$ cat src/shared/tx_defines.svh
// Constants for the transmit symbol assembler and upconverter.
`ifndef TX_DEFINES_SVH
`define TX_DEFINES_SVH

`define TX_NIB_W           6
`define TX_COMP_W          12
`define TX_FTW_W           26
`define TX_ATTEN_W         4
`define TX_GAIN_W          13
`define TX_WIDE_W          26
`define TX_DIV_W           2
`define TX_MCLK_SAMPLE     2'h3
`define TX_MCLK_HIGH_BIT   1
`define TX_HOLD_W          8
`define TX_CIC_FLUSH_MCLK  8'h50
`define TX_PHASE_W         2
`define TX_FIR_SHIFT       2
`define TX_CIC_GAIN_SHIFT  2
`define TX_CIC_GROWTH      4
`define TX_MOD_SHIFT       12
`define TX_SINC_MAIN       18'sh00012
`define TX_SINC_W          18
`define TX_SINC_SHIFT      4
`define TX_ATTEN_SHIFT     12
`define TX_LUT_IDX_W       4
`define TX_QUARTER_TURN    6'h10

`endif

$ cat src/shared/tx_pkg.sv
// Shared types for the transmit path.
`include "tx_defines.svh"

package tx_pkg;
    typedef logic signed [`TX_COMP_W-1:0] sample_type;

    typedef enum logic [3:0] {
        ASM_IDLE = 4'b0001,
        ASM_I_LO = 4'b0010,
        ASM_Q_HI = 4'b0100,
        ASM_Q_LO = 4'b1000
    } asm_state_type;
endpackage

$ cat src/verilog/dds_carrier.sv
// Phase accumulator carrier source with sine and cosine outputs.
`timescale 1ns/1ps
`include "tx_defines.svh"

module dds_carrier
    import tx_pkg::*;
#(
    parameter int FTW_W = `TX_FTW_W
) (
    input  wire logic             clk,
    input  wire logic             srst,
    input  wire logic             en,
    input  wire logic [FTW_W-1:0] tuneWord,
    output sample_type            carrierSin,
    output sample_type            carrierCos
);
    localparam int PH_W = `TX_LUT_IDX_W + 2;

    logic [FTW_W-1:0] phase_r;
    logic [FTW_W-1:0] phase_nxt;
    sample_type       sin_r;
    sample_type       sin_nxt;
    sample_type       cos_r;
    sample_type       cos_nxt;

    // Quarter-wave table, mirrored and negated per quadrant to save storage
    function automatic sample_type sine(input logic [PH_W-1:0] ph);
        logic [`TX_LUT_IDX_W-1:0] idx;
        sample_type               mag;
        idx = ph[PH_W-2] ? ~ph[`TX_LUT_IDX_W-1:0] : ph[`TX_LUT_IDX_W-1:0];
        unique case (idx)
            4'h0: mag = 12'h064;
            4'h1: mag = 12'h12C;
            4'h2: mag = 12'h1F1;
            4'h3: mag = 12'h2B2;
            4'h4: mag = 12'h36B;
            4'h5: mag = 12'h41C;
            4'h6: mag = 12'h4C3;
            4'h7: mag = 12'h55F;
            4'h8: mag = 12'h5ED;
            4'h9: mag = 12'h66C;
            4'hA: mag = 12'h6DC;
            4'hB: mag = 12'h73A;
            4'hC: mag = 12'h787;
            4'hD: mag = 12'h7C2;
            4'hE: mag = 12'h7E9;
            4'hF: mag = 12'h7FD;
        endcase
        return ph[PH_W-1] ? -mag : mag;
    endfunction

    // Accumulate on every running system clock; cosine leads sine by a quarter turn
    always_comb begin
        phase_nxt = phase_r;
        sin_nxt   = sin_r;
        cos_nxt   = cos_r;
        if (en) begin
            phase_nxt = phase_r + tuneWord;
            sin_nxt   = sine(phase_r[FTW_W-1 -: PH_W]);
            cos_nxt   = sine(PH_W'(phase_r[FTW_W-1 -: PH_W] + `TX_QUARTER_TURN));
        end
    end

    always_ff @(posedge clk) begin
        if (srst) begin
            phase_r <= '0;
            sin_r   <= '0;
            cos_r   <= '0;
        end else begin
            phase_r <= phase_nxt;
            sin_r   <= sin_nxt;
            cos_r   <= cos_nxt;
        end
    end

    assign carrierSin = sin_r;
    assign carrierCos = cos_r;
endmodule

$ cat src/verilog/cic_interp.sv
// Two-stage 4x CIC interpolator with hold-in-reset input.
`timescale 1ns/1ps
`include "tx_defines.svh"

module cic_interp
    import tx_pkg::*;
(
    input  wire logic clk,
    input  wire logic srst,
    input  wire logic en,
    input  wire logic hold,
    input  wire logic lowTick,
    input  sample_type din,
    output sample_type dout
);
    localparam int AW = `TX_COMP_W + `TX_CIC_GROWTH;

    logic signed [AW-1:0] x1_r;
    logic signed [AW-1:0] x1_nxt;
    logic signed [AW-1:0] c1_r;
    logic signed [AW-1:0] c1_nxt;
    logic signed [AW-1:0] int1_r;
    logic signed [AW-1:0] int1_nxt;
    logic signed [AW-1:0] int2_r;
    logic signed [AW-1:0] int2_nxt;
    sample_type           out_r;
    sample_type           out_nxt;
    logic signed [AW-1:0] comb1;
    logic signed [AW-1:0] comb2;
    logic signed [AW-1:0] stuffed;

    // Combs run at the low rate; wraparound in the integrators cancels out
    assign comb1   = AW'(din) - x1_r;
    assign comb2   = comb1 - c1_r;
    assign stuffed = lowTick ? comb2 : '0;

    always_comb begin
        x1_nxt   = x1_r;
        c1_nxt   = c1_r;
        int1_nxt = int1_r;
        int2_nxt = int2_r;
        out_nxt  = out_r;
        if (en) begin
            if (hold) begin
                x1_nxt   = '0;
                c1_nxt   = '0;
                int1_nxt = '0;
                int2_nxt = '0;
                out_nxt  = '0;
            end else begin
                if (lowTick) begin
                    x1_nxt = AW'(din);
                    c1_nxt = comb1;
                end
                int1_nxt = int1_r + stuffed;
                int2_nxt = int2_r + int1_r;
                out_nxt  = int2_r[`TX_CIC_GAIN_SHIFT +: `TX_COMP_W];
            end
        end
    end

    always_ff @(posedge clk) begin
        if (srst) begin
            x1_r   <= '0;
            c1_r   <= '0;
            int1_r <= '0;
            int2_r <= '0;
            out_r  <= '0;
        end else begin
            x1_r   <= x1_nxt;
            c1_r   <= c1_nxt;
            int1_r <= int1_nxt;
            int2_r <= int2_nxt;
            out_r  <= out_nxt;
        end
    end

    assign dout = out_r;
endmodule

$ cat src/verilog/tx_symbol_assembler_upconverter.sv
// Transmit path: nibble assembler, 16x interpolation, upconverter, inverse sinc, level.
`timescale 1ns/1ps
`include "tx_defines.svh"

module tx_symbol_assembler_upconverter
    import tx_pkg::*;
(
    input  wire logic                   clk,
    input  wire logic                   srst,
    input  wire logic                   ce,
    input  wire logic [`TX_NIB_W-1:0]   txNibbleBus,
    input  wire logic                   txSymbolSync,
    input  wire logic                   txPowerDownN,
    input  wire logic [`TX_FTW_W-1:0]   freqTuneWord,
    input  wire logic [`TX_ATTEN_W-1:0] txAttenCode,
    output logic                        mclkOut,
    output sample_type                  dacSample,
    output logic                        cicHoldActive
);

    ////////////////////////////////////////////////////////////////////////////////
    // Helpers

    // Clamp a wide signed value into one DAC word
    function automatic sample_type saturate(input logic signed [`TX_WIDE_W-1:0] v);
        if (v > `TX_WIDE_W'(12'sh7FF)) begin
            return 12'sh7FF;
        end else if (v < `TX_WIDE_W'(12'sh800)) begin
            return 12'sh800;
        end
        return v[`TX_COMP_W-1:0];
    endfunction

    // Polyphase form of the triangular 4x FIR: weights (4-p)/4 and p/4
    function automatic sample_type interp(input sample_type prev, input sample_type cur,
                                          input logic [`TX_PHASE_W-1:0] ph);
        logic signed [`TX_COMP_W:0]   diff;
        logic signed [`TX_COMP_W+3:0] step;
        diff = (`TX_COMP_W+1)'(cur) - (`TX_COMP_W+1)'(prev);
        step = (`TX_COMP_W+4)'(diff * $signed({1'b0, ph})) >>> `TX_FIR_SHIFT;
        return `TX_COMP_W'((`TX_COMP_W+4)'(prev) + step);
    endfunction

    // Linear gain for each half-decibel step, 1.0 = 4096
    function automatic logic [`TX_GAIN_W-1:0] attenGain(input logic [`TX_ATTEN_W-1:0] c);
        unique case (c)
            4'h0: return 13'h1000;
            4'h1: return 13'h0F1B;
            4'h2: return 13'h0E43;
            4'h3: return 13'h0D76;
            4'h4: return 13'h0CB6;
            4'h5: return 13'h0C00;
            4'h6: return 13'h0B54;
            4'h7: return 13'h0AB2;
            4'h8: return 13'h0A18;
            4'h9: return 13'h0988;
            4'hA: return 13'h08FF;
            4'hB: return 13'h087F;
            4'hC: return 13'h0805;
            4'hD: return 13'h0792;
            4'hE: return 13'h0726;
            4'hF: return 13'h06BF;
        endcase
    endfunction

    ////////////////////////////////////////////////////////////////////////////////
    // Master clock divider and power-down control

    logic [`TX_DIV_W-1:0]  divCnt_r;
    logic [`TX_DIV_W-1:0]  divCnt_nxt;
    logic                  mclkOut_r;
    logic                  pdS1_r;
    logic                  pdS2_r;
    logic                  pdS3_r;
    logic                  pdLevel_r;
    logic                  pdLevel_nxt;
    logic [`TX_HOLD_W-1:0] holdCnt_r;
    logic [`TX_HOLD_W-1:0] holdCnt_nxt;
    logic                  mclkTick;
    logic                  run;
    logic                  cicHold;

    // The divider keeps running in power-down so the host still sees a clock
    assign mclkTick = ce && (divCnt_r == `TX_MCLK_SAMPLE);
    assign run      = ce && pdLevel_r;
    assign cicHold  = !pdLevel_r || (holdCnt_r != '0);

    // Pin level is accepted only once the last two sync stages agree
    always_comb begin
        divCnt_nxt  = ce ? `TX_DIV_W'(divCnt_r + 1'b1) : divCnt_r;
        pdLevel_nxt = pdLevel_r;
        holdCnt_nxt = holdCnt_r;
        if (ce && (pdS2_r == pdS3_r)) begin
            pdLevel_nxt = pdS3_r;
        end
        if (ce && !pdLevel_r) begin
            holdCnt_nxt = `TX_CIC_FLUSH_MCLK;
        end else if (mclkTick && (holdCnt_r != '0)) begin
            holdCnt_nxt = holdCnt_r - 1'b1;
        end
    end

    always_ff @(posedge clk) begin
        if (srst) begin
            divCnt_r  <= '0;
            mclkOut_r <= 1'b0;
            pdS1_r    <= 1'b0;
            pdS2_r    <= 1'b0;
            pdS3_r    <= 1'b0;
            pdLevel_r <= 1'b0;
            holdCnt_r <= `TX_CIC_FLUSH_MCLK;
        end else begin
            divCnt_r  <= divCnt_nxt;
            mclkOut_r <= divCnt_nxt[`TX_MCLK_HIGH_BIT];
            if (ce) begin
                pdS1_r <= txPowerDownN;
                pdS2_r <= pdS1_r;
                pdS3_r <= pdS2_r;
            end
            pdLevel_r <= pdLevel_nxt;
            holdCnt_r <= holdCnt_nxt;
        end
    end

    ////////////////////////////////////////////////////////////////////////////////
    // Data assembler and 4x FIR

    asm_state_type       asmState_r;
    asm_state_type       asmState_nxt;
    logic [`TX_NIB_W-1:0] iHi_r;
    logic [`TX_NIB_W-1:0] iHi_nxt;
    logic [`TX_NIB_W-1:0] iLo_r;
    logic [`TX_NIB_W-1:0] iLo_nxt;
    logic [`TX_NIB_W-1:0] qHi_r;
    logic [`TX_NIB_W-1:0] qHi_nxt;
    sample_type           curI_r;
    sample_type           curI_nxt;
    sample_type           curQ_r;
    sample_type           curQ_nxt;
    sample_type           prevI_r;
    sample_type           prevI_nxt;
    sample_type           prevQ_r;
    sample_type           prevQ_nxt;
    sample_type           firI_r;
    sample_type           firI_nxt;
    sample_type           firQ_r;
    sample_type           firQ_nxt;
    logic [`TX_PHASE_W-1:0] phase_r;
    logic [`TX_PHASE_W-1:0] phase_nxt;
    logic                 nibTake;
    logic                 symStb;

    // Nibbles are taken in the last high system cycle of each master clock
    assign nibTake = mclkTick && pdLevel_r;
    assign symStb  = nibTake && !txSymbolSync && (asmState_r == ASM_Q_LO);

    // A sync pulse always restarts the symbol, so a stray sync realigns cleanly
    always_comb begin
        asmState_nxt = asmState_r;
        iHi_nxt      = iHi_r;
        iLo_nxt      = iLo_r;
        qHi_nxt      = qHi_r;
        curI_nxt     = curI_r;
        curQ_nxt     = curQ_r;
        prevI_nxt    = prevI_r;
        prevQ_nxt    = prevQ_r;
        firI_nxt     = firI_r;
        firQ_nxt     = firQ_r;
        phase_nxt    = phase_r;
        if (nibTake) begin
            firI_nxt  = interp(prevI_r, curI_r, phase_r);
            firQ_nxt  = interp(prevQ_r, curQ_r, phase_r);
            phase_nxt = `TX_PHASE_W'(phase_r + 1'b1);
            if (txSymbolSync) begin
                iHi_nxt      = txNibbleBus;
                asmState_nxt = ASM_I_LO;
            end else begin
                unique case (asmState_r)
                    ASM_IDLE: asmState_nxt = ASM_IDLE;
                    ASM_I_LO: begin
                        iLo_nxt      = txNibbleBus;
                        asmState_nxt = ASM_Q_HI;
                    end
                    ASM_Q_HI: begin
                        qHi_nxt      = txNibbleBus;
                        asmState_nxt = ASM_Q_LO;
                    end
                    ASM_Q_LO: begin
                        prevI_nxt    = curI_r;
                        prevQ_nxt    = curQ_r;
                        curI_nxt     = {iHi_r, iLo_r};
                        curQ_nxt     = {qHi_r, txNibbleBus};
                        phase_nxt    = '0;
                        asmState_nxt = ASM_IDLE;
                    end
                endcase
            end
        end
    end

    always_ff @(posedge clk) begin
        if (srst) begin
            asmState_r <= ASM_IDLE;
            iHi_r      <= '0;
            iLo_r      <= '0;
            qHi_r      <= '0;
            curI_r     <= '0;
            curQ_r     <= '0;
            prevI_r    <= '0;
            prevQ_r    <= '0;
            firI_r     <= '0;
            firQ_r     <= '0;
            phase_r    <= '0;
        end else begin
            asmState_r <= asmState_nxt;
            iHi_r      <= iHi_nxt;
            iLo_r      <= iLo_nxt;
            qHi_r      <= qHi_nxt;
            curI_r     <= curI_nxt;
            curQ_r     <= curQ_nxt;
            prevI_r    <= prevI_nxt;
            prevQ_r    <= prevQ_nxt;
            firI_r     <= firI_nxt;
            firQ_r     <= firQ_nxt;
            phase_r    <= phase_nxt;
        end
    end

    ////////////////////////////////////////////////////////////////////////////////
    // CIC, carrier, modulator, inverse sinc and output level

    sample_type                   cicI;
    sample_type                   cicQ;
    sample_type                   carrierSin;
    sample_type                   carrierCos;
    logic signed [`TX_COMP_W*2:0] modSum;
    logic signed [`TX_SINC_W-1:0] sincAcc;
    logic signed [`TX_WIDE_W-1:0] levelProd;
    sample_type                   mod_r;
    sample_type                   mod_nxt;
    sample_type                   modD1_r;
    sample_type                   modD1_nxt;
    sample_type                   modD2_r;
    sample_type                   modD2_nxt;
    sample_type                   sinc_r;
    sample_type                   sinc_nxt;
    sample_type                   dacSample_r;
    sample_type                   dacSample_nxt;

    // The CIC sees the raw enable, so power-down clears it instead of freezing it
    cic_interp cicIInst (
        .clk     (clk),
        .srst    (srst),
        .en      (ce),
        .hold    (cicHold),
        .lowTick (nibTake),
        .din     (firI_r),
        .dout    (cicI)
    );

    cic_interp cicQInst (
        .clk     (clk),
        .srst    (srst),
        .en      (ce),
        .hold    (cicHold),
        .lowTick (nibTake),
        .din     (firQ_r),
        .dout    (cicQ)
    );

    dds_carrier #(.FTW_W(`TX_FTW_W)) ddsInst (
        .clk        (clk),
        .srst       (srst),
        .en         (run),
        .tuneWord   (freqTuneWord),
        .carrierSin (carrierSin),
        .carrierCos (carrierCos)
    );

    // Each product keeps full width only until its own stage shifts and clamps it to one DAC word
    assign modSum    = (`TX_COMP_W*2+1)'(cicI * carrierCos)
                     + (`TX_COMP_W*2+1)'(cicQ * carrierSin);
    assign sincAcc   = `TX_SINC_W'(`TX_SINC_MAIN * modD1_r)
                     - `TX_SINC_W'(mod_r) - `TX_SINC_W'(modD2_r);
    assign levelProd = `TX_WIDE_W'(sinc_r * $signed({1'b0, attenGain(txAttenCode)}));

    always_comb begin
        mod_nxt       = mod_r;
        modD1_nxt     = modD1_r;
        modD2_nxt     = modD2_r;
        sinc_nxt      = sinc_r;
        dacSample_nxt = dacSample_r;
        if (run) begin
            mod_nxt       = saturate(`TX_WIDE_W'(modSum >>> `TX_MOD_SHIFT));
            modD1_nxt     = mod_r;
            modD2_nxt     = modD1_r;
            sinc_nxt      = saturate(`TX_WIDE_W'(sincAcc >>> `TX_SINC_SHIFT));
            dacSample_nxt = saturate(levelProd >>> `TX_ATTEN_SHIFT);
        end
    end

    always_ff @(posedge clk) begin
        if (srst) begin
            mod_r       <= '0;
            modD1_r     <= '0;
            modD2_r     <= '0;
            sinc_r      <= '0;
            dacSample_r <= '0;
        end else begin
            mod_r       <= mod_nxt;
            modD1_r     <= modD1_nxt;
            modD2_r     <= modD2_nxt;
            sinc_r      <= sinc_nxt;
            dacSample_r <= dacSample_nxt;
        end
    end

    assign mclkOut       = mclkOut_r;
    assign dacSample     = dacSample_r;
    assign cicHoldActive = cicHold;
endmodule

$ cat config.mk
export PLATFORM = sky130hd
export DESIGN_NAME = tx_symbol_assembler_upconverter
export DESIGN_NICKNAME = d
export VERILOG_FILES = /design/src/shared/tx_pkg.sv /design/src/verilog/dds_carrier.sv /design/src/verilog/cic_interp.sv /design/src/verilog/tx_symbol_assembler_upconverter.sv
export VERILOG_INCLUDE_DIRS = /design/src /design/src/shared
export SDC_FILE = /design/constraint.sdc
export NUM_CORES = 2
export LEC_CHECK = 0
export ABC_AREA = 1
export ABC_CLOCK_PERIOD_IN_PS = 14750
export BUFFER_PORTS_ARGS = -buffer_cell sky130_fd_sc_hd__clkbuf_2
export CORE_MARGIN = 2
export CORE_UTILIZATION = 59
export CTS_BUF_LIST = sky130_fd_sc_hd__clkbuf_2 sky130_fd_sc_hd__clkbuf_4 sky130_fd_sc_hd__clkbuf_8
export DETAILED_ROUTE_END_ITERATION = 8
export PLACE_DENSITY = 0.73
export RECOVER_POWER = 25
export SLEW_MARGIN = 20
export SYNTH_ARGS = -nofsm -noshare
export SYNTH_HDL_FRONTEND = slang
export SYNTH_SLANG_ARGS = --single-unit
$ cat constraint.sdc
create_clock -name clk -period 14.75 [get_ports clk]
set_clock_uncertainty 0.2 [all_clocks]
set_input_delay 2.2125 -clock clk [delete_from_list [all_inputs] [get_ports clk]]
set_output_delay 2.2125 -clock clk [all_outputs]
set_load 0.01 [all_outputs]
# Word level (Yosys, flattened, before mapping)
# Memories as Yosys holds them, arrays and structs flattened.
# Index checks and enable logic that the tools add are counted.
# op_classes
order_cmp	6
mux	44
n_eq_ne	6
mul	6
n_addsub	22
bitwise	3
reduce_logical	17
# op_table
operator	n
16-bit two-way mux	14
12-bit two-way mux	15
16-bit adder	4
12-bit by 12-bit multiplier with 24-bit output	2
18-bit by 12-bit subtractor with 18-bit output	2
12-bit by 16-bit subtractor with 16-bit output	2
16-bit subtractor	2
14-bit by 12-bit > comparator with 1-bit output (second input constant)	2
14-bit by 12-bit less-than comparator with 1-bit output (second input constant)	2
13-bit by 3-bit multiplier with 14-bit output	2
26-bit adder	1
12-bit by 14-bit multiplier with 26-bit output	1
12-bit by 12-bit subtractor with 13-bit output	2
24-bit by 24-bit adder with 25-bit output	1
12-bit adder	2
12-bit negation	2
5-bit by 12-bit multiplier with 17-bit output (first input constant)	1
13-bit by 12-bit > comparator with 1-bit output (second input constant)	1
13-bit by 12-bit less-than comparator with 1-bit output (second input constant)	1
4-bit two-way mux	3
4-bit one-hot mux with 3 select lines	1
1-bit two-way mux	9
3-bit AND reduction	3
4-bit inverter	2
other kinds (18)	27
# word_totals
reg_bits	372
rom_bits	560
inputBits	41
memories	3
out_inout_bits	14
# memory_table
memory	words	width	read_ports	rd_ports_with_merged_regs	wr	line	text
(name not given)	16	13	1	0	0	tx_symbol_assembler_upconverter.sv:46	unique case (c)
(name not given)	16	11	1	0	0	dds_carrier.sv:31	unique case (idx)
(name not given)	16	11	1	0	0	dds_carrier.sv:31	

# Longest topological paths before layout
# logic_depth
word_depth	8
depth_mapped	34
ltp_nobuf	34

# Modules after synthesis
# Synthesis repeated with hierarchy kept, for this count alone.
# hier_totals
hier_cells	6016
hier_area_um2	43425.4
# by_module_without_submodules
module	n_inst	area_per_inst_um2	cells_each
tx_symbol_assembler_upconverter	1	29166.7	3861
cic_interp	2	4752.1	692
dds_carrier	1	4754.6	771

# Least setup slack after synthesis
# No wires, ideal clock.
# synth_path
path_kind	input to register
startpoint	in txAttenCode[3]
endpoint	reg dacSample_r[10], in the netlist dacSample[10]
stages	24
t_arrival_ns	7.441
t_required_ns	14.431
path_slack_ns	6.989
path_buffers	2
cell_sequence	clkbuf_1 > clkinv_1 > o21ai_1 > inv_1 > nor2_1 > fa_1 > fa_1 > fa_1 > fa_1 > inv_1 > fa_1 > inv_1 > ha_1 > inv_1 > o21ai_0 > o21bai_1 > a21oi_1 > nand2b_1 > nand3_1 > xor2_1 > a21oi_1 > nor2_2 > buf_6 > a21oi_1
# synth_between
elab_chain_cells	7
# synth_rtl
item	line	text
from (decl)	tx_symbol_assembler_upconverter.sv:15	input wire logic [`TX_ATTEN_W-1:0] txAttenCode,
memory 16 x 13 bit (*)	n/a	
12-bit by 14-bit multiplier with 26-bit output (*)	tx_symbol_assembler_upconverter.sv:285	assign levelProd = `TX_WIDE_W'(sinc_r * $signed({1'b0, attenGain(txAttenCode)}));
14-bit by 12-bit less-than comparator with 1-bit output	tx_symbol_assembler_upconverter.sv:28	end else if (v < `TX_WIDE_W'(12'sh800)) begin
1-bit two-way mux	tx_symbol_assembler_upconverter.sv:28	
1-bit two-way mux	tx_symbol_assembler_upconverter.sv:26	if (v > `TX_WIDE_W'(12'sh7FF)) begin
1-bit two-way mux	tx_symbol_assembler_upconverter.sv:293	if (run) begin
12-bit two-way mux (*)	tx_symbol_assembler_upconverter.sv:31	return v[`TX_COMP_W-1:0];
to (signal assigned)	tx_symbol_assembler_upconverter.sv:314	dacSample_r <= dacSample_nxt;
to (decl)	tx_symbol_assembler_upconverter.sv:247	sample_type dacSample_r;
# Mark *: on every way between the ends. The rest lies on a longest branch, timed or not. The select of a mux whose other input is x is not followed.
# A chain may end at the register's enable or synchronous reset.

# Final worst setup path
# layout_path
startpoint	in ce
endpoint	reg mod_r[5]
# layout_between
elab_chain_cells	1
# layout_rtl
item	line	text
from (decl)	tx_symbol_assembler_upconverter.sv:10	input wire logic ce,
1-bit logical AND	tx_symbol_assembler_upconverter.sv:85	assign run = ce && pdLevel_r;
to (signal assigned)	tx_symbol_assembler_upconverter.sv:310	mod_r <= mod_nxt;
to (decl)	tx_symbol_assembler_upconverter.sv:239	sample_type mod_r;
# Every way passes these cells.

==> flow_metrics.env <==
export IMPL_netlist_area_um2=42100
export IMPL_cts_tree="done"
export IMPL_end_kind="register"
export IMPL_synth_seq_area_share_pct=16.7
export IMPL_final_common_cell="nand2_1"
export IMPL_clk_latency_ns=0.68
export IMPL_syn_inst=5775
export IMPL_period_needed_ns=8.45
export IMPL_syn_avg_cell_area_um2=7.29
export IMPL_hold_viol=0
export IMPL_p_leak_nw=23.4
export IMPL_worst_pin_slew_ns=3.23
export IMPL_setup_tns_final_ns=0
export IMPL_dp_cells=6601
export IMPL_core_area_um2=70300
export IMPL_slew_headroom_pct=-115
export IMPL_async_reset_ff_share_pct=0
export IMPL_port_buffer_count=54
export IMPL_ios=55
export IMPL_drive_gt1_share_pct=4.17
export IMPL_drv_cap=5
export IMPL_worstPathRequired_ns=15.11
export IMPL_wirelength_um=99500
export IMPL_cp_cell_sequence="clkbuf_1 -> nand2_1 -> clkbuf_1 -> clkinvlp_2 -> buf_4 -> nand2_1 -> inv_1 -> a21oi_1"
export IMPL_fin_cells=6715
export IMPL_cts_sinks=352
export IMPL_fmax_mhz=118
export IMPL_dieArea_um2=73500
export IMPL_critPathBufInv=5
export IMPL_critPathMaxFanout=100
export IMPL_hold_class="reg -> reg"
export IMPL_powerDensity_nw_per_um2=46.4
export IMPL_yosys_top_cells_area="fa_1 22%, dfxtp_1 17%, ha_1 13%"
export IMPL_cts_buffer_depth=3
export IMPL_critPathKind="in -> reg"
export IMPL_finalCritPeriodShare_pct=57.3
export IMPL_cts_resized=0
export IMPL_grt_pass1_vias=34572
export IMPL_crit_path_top_delay_cell="clkbuf_1"
export IMPL_antenna_found_initial=4
export IMPL_drtAntennaViolNets=0
export IMPL_post_cts_setup_buffers=0
export IMPL_cts_buffers=61
export IMPL_grt_start_max_net_pins=112
export IMPL_rsz0062_at_grt="false"
export IMPL_drt_pass1_iter_count=6
export IMPL_drcViolationCount=0
export IMPL_drv_slew=232
export IMPL_dr_first_iter_drc_count=2191
export IMPL_place_hpwl_um=79700
export IMPL_viasPerCell=5.29
export IMPL_root_buffer="clkbuf_8"
export IMPL_grt_pass1_wl_um=166000
export IMPL_worstPathArrival_ns=8.81
export IMPL_gp_congestion=0.914
export IMPL_synth_top_cell_by_area="fa_1"
export IMPL_synthFlopType="dfxtp_1"
export IMPL_cp_top_family="buffers and inverters"
export IMPL_num_rows=97
export IMPL_synth_edf_count=0
export IMPL_synth_ff_latch_count=352
export IMPL_max_stage_delay_ns=2.28
export IMPL_synth_fp_nets=6713
export IMPL_grtUsageTotal_pct=27.1
export IMPL_die_y_um=271
export IMPL_failed_checks="capacitance limit, slew limit"
export IMPL_layout_common_cells="1177 x nand2_1, 1165 x inv_1, 513 x a21oi_1, 479 x nor2_1, 462 x fa_1"
export IMPL_setup_viol=0
export IMPL_die_width_um=271
export IMPL_area_growth_pct=5.06
export IMPL_yosysWarnings=0
export IMPL_gr_total_overflow=0
export IMPL_critPathLaunchType="input pin"
export IMPL_ir_drop_uv=84.7
export IMPL_finalNetCount=6662
export IMPL_wl_per_cell_um=14.8
export IMPL_synthDistinctLibCells=60
export IMPL_synth_top_area_share_pct=22.0
export IMPL_clk_pin_slew_ns=0.06
export IMPL_vias=35510
export IMPL_htree_levels=2
export IMPL_initial_utilization_pct=59.9
export IMPL_status="finished with violations"
export IMPL_holdBufCountCts=0
## worst register-to-register path, cell delays in order (launching register included)
cell     delay (ns)
dfxtp_1        0.69
nand2_1        0.22
inv_1          0.17
fa_1           0.55
fa_1           0.73
inv_1          0.19
fa_1           0.52
inv_1          0.06
fa_1           0.52
fa_1           0.53
fa_1           0.50
inv_1          0.05
fa_1           0.47
inv_1          0.04
ha_1           0.38
nand2_1        0.13
nor3_1         0.22
nand2_1        0.14
nor4_1         0.19
nand2_1        0.15
nand3_1        0.09
nand2_1        0.08
nand3_1        0.08
nand2_1        0.05
inv_1          0.28
a21oi_1        0.12
## where the power goes
part	internal (W)	total [W]	switching, W	leakage [nW]
sequential	0.000953	0.000956	0.00000258	2.84
clock	0.000562	0.000985	0.000423	0.733
combinational	0.0000305	0.000112	0.0000818	19.8
## per-layer routing
| layer | GRT usage, % | up-vias | wire (um) |
|---|---|---|---|
| met5 | 0 | - | 30 |
| met4 | 5.28 | 4 | 1830 |
| met3 | 3.78 | 132 | 5810 |
| met2 | 45.5 | 770 | 46000 |
| met1 | 37.5 | 16703 | 45900 |
| li1 | - | 17901 | - |
## sequential cells by signal, indices dropped and copies added (netlist names), 14 cells and up
register	count
ddsInst.phase_r	26
cicQInst.c1_r	14
cicQInst.int1_r	14
cicIInst.int1_r	14
cicIInst.int2_r	14
cicQInst.int2_r	14
cicIInst.c1_r	14
## cell usage after synthesis, drive strengths merged, types with 2 or more instances
cell type	n
buf	28
xnor2	66
clkinv	6
nand3	159
fa	462
and2	4
nor4	17
nand3b	7
o2111ai	10
a211oi	4
a21oi	516
o31ai	5
dfxtp	352
ha	435
o211ai	12
a21o	28
o21a	7
nor2	486
clkbuf	154
or2	30
a22oi	6
a31oi	23
nor3	47
nand2	1185
nand4	23
a31o	5
a2bb2oi	2
inv	1173
o21bai	46
a21boi	6
o221ai	11
xor2	110
o21ai	343
## stage by stage
stage | total power, W | util, % | hold WS [ns] | cell area (um^2) | setup slack (ns)
final | 0.00205 | 62.9 | 0.259 | 44200 | 6.30
after floorplan | 0.00106 | - | 0.233 | 42100 | 6.99
after global placement | 0.00109 | 61.1 | 0.249 | 42900 | 6.08
after global routing | 0.00213 | 62.9 | 0.274 | 44200 | 5.77
after detailed placement | 0.00109 | 61.1 | 0.253 | 42900 | 6.01
after CTS | 0.00208 | 63.0 | 0.262 | 44300 | 6.68
## worst paths after layout
path,startpoint,to,slack (ns),depth (start not counted)
max,ce,mod_r[5]$_SDFFE_PP0P_,6.30,8
min,modD2_r[0]$_SDFFE_PP0P_,modD2_r[0]$_SDFFE_PP0P_,0.26,2
min reg2reg,modD2_r[0]$_SDFFE_PP0P_,modD2_r[0]$_SDFFE_PP0P_,0.26,2
max reg2reg,ddsInst.carrierCos[0]$_SDFFE_PP0P_,mod_r[5]$_SDFFE_PP0P_,7.25,25
## cell type report
| class | count | area (um^2) |
|---|---|---|
| Sequential cell | 352 | 7050 |
| Clock inverter | 18 | 183 |
| Tap cell | 940 | 1180 |
| Timing Repair Buffer | 68 | 349 |
| Fill cell | 6436 | 26100 |
| Clock buffer | 94 | 1170 |
| Inverter | 1179 | 4430 |
| Multi-Input combinational cell | 4062 | 29900 |
| Antenna cell | 2 | 5.00 |
## cells by family (layout without fill, tap and decap cells)
kind of cell / after synthesis / in the layout / share of synthesized area, %
other: 0 / 2 / 0
and+or+nand+nor: 1959 / 1959 / 18.8
buffers and inverters: 1361 / 1359 / 12.3
xor gates and xnor gates: 177 / 177 / 3.81
adders and majority gates: 897 / 897 / 34.9
AOI/OAI and AO/OA: 1029 / 1029 / 13.4
DFF: 352 / 352 / 16.7
Power figures use the tool's default switching activity.
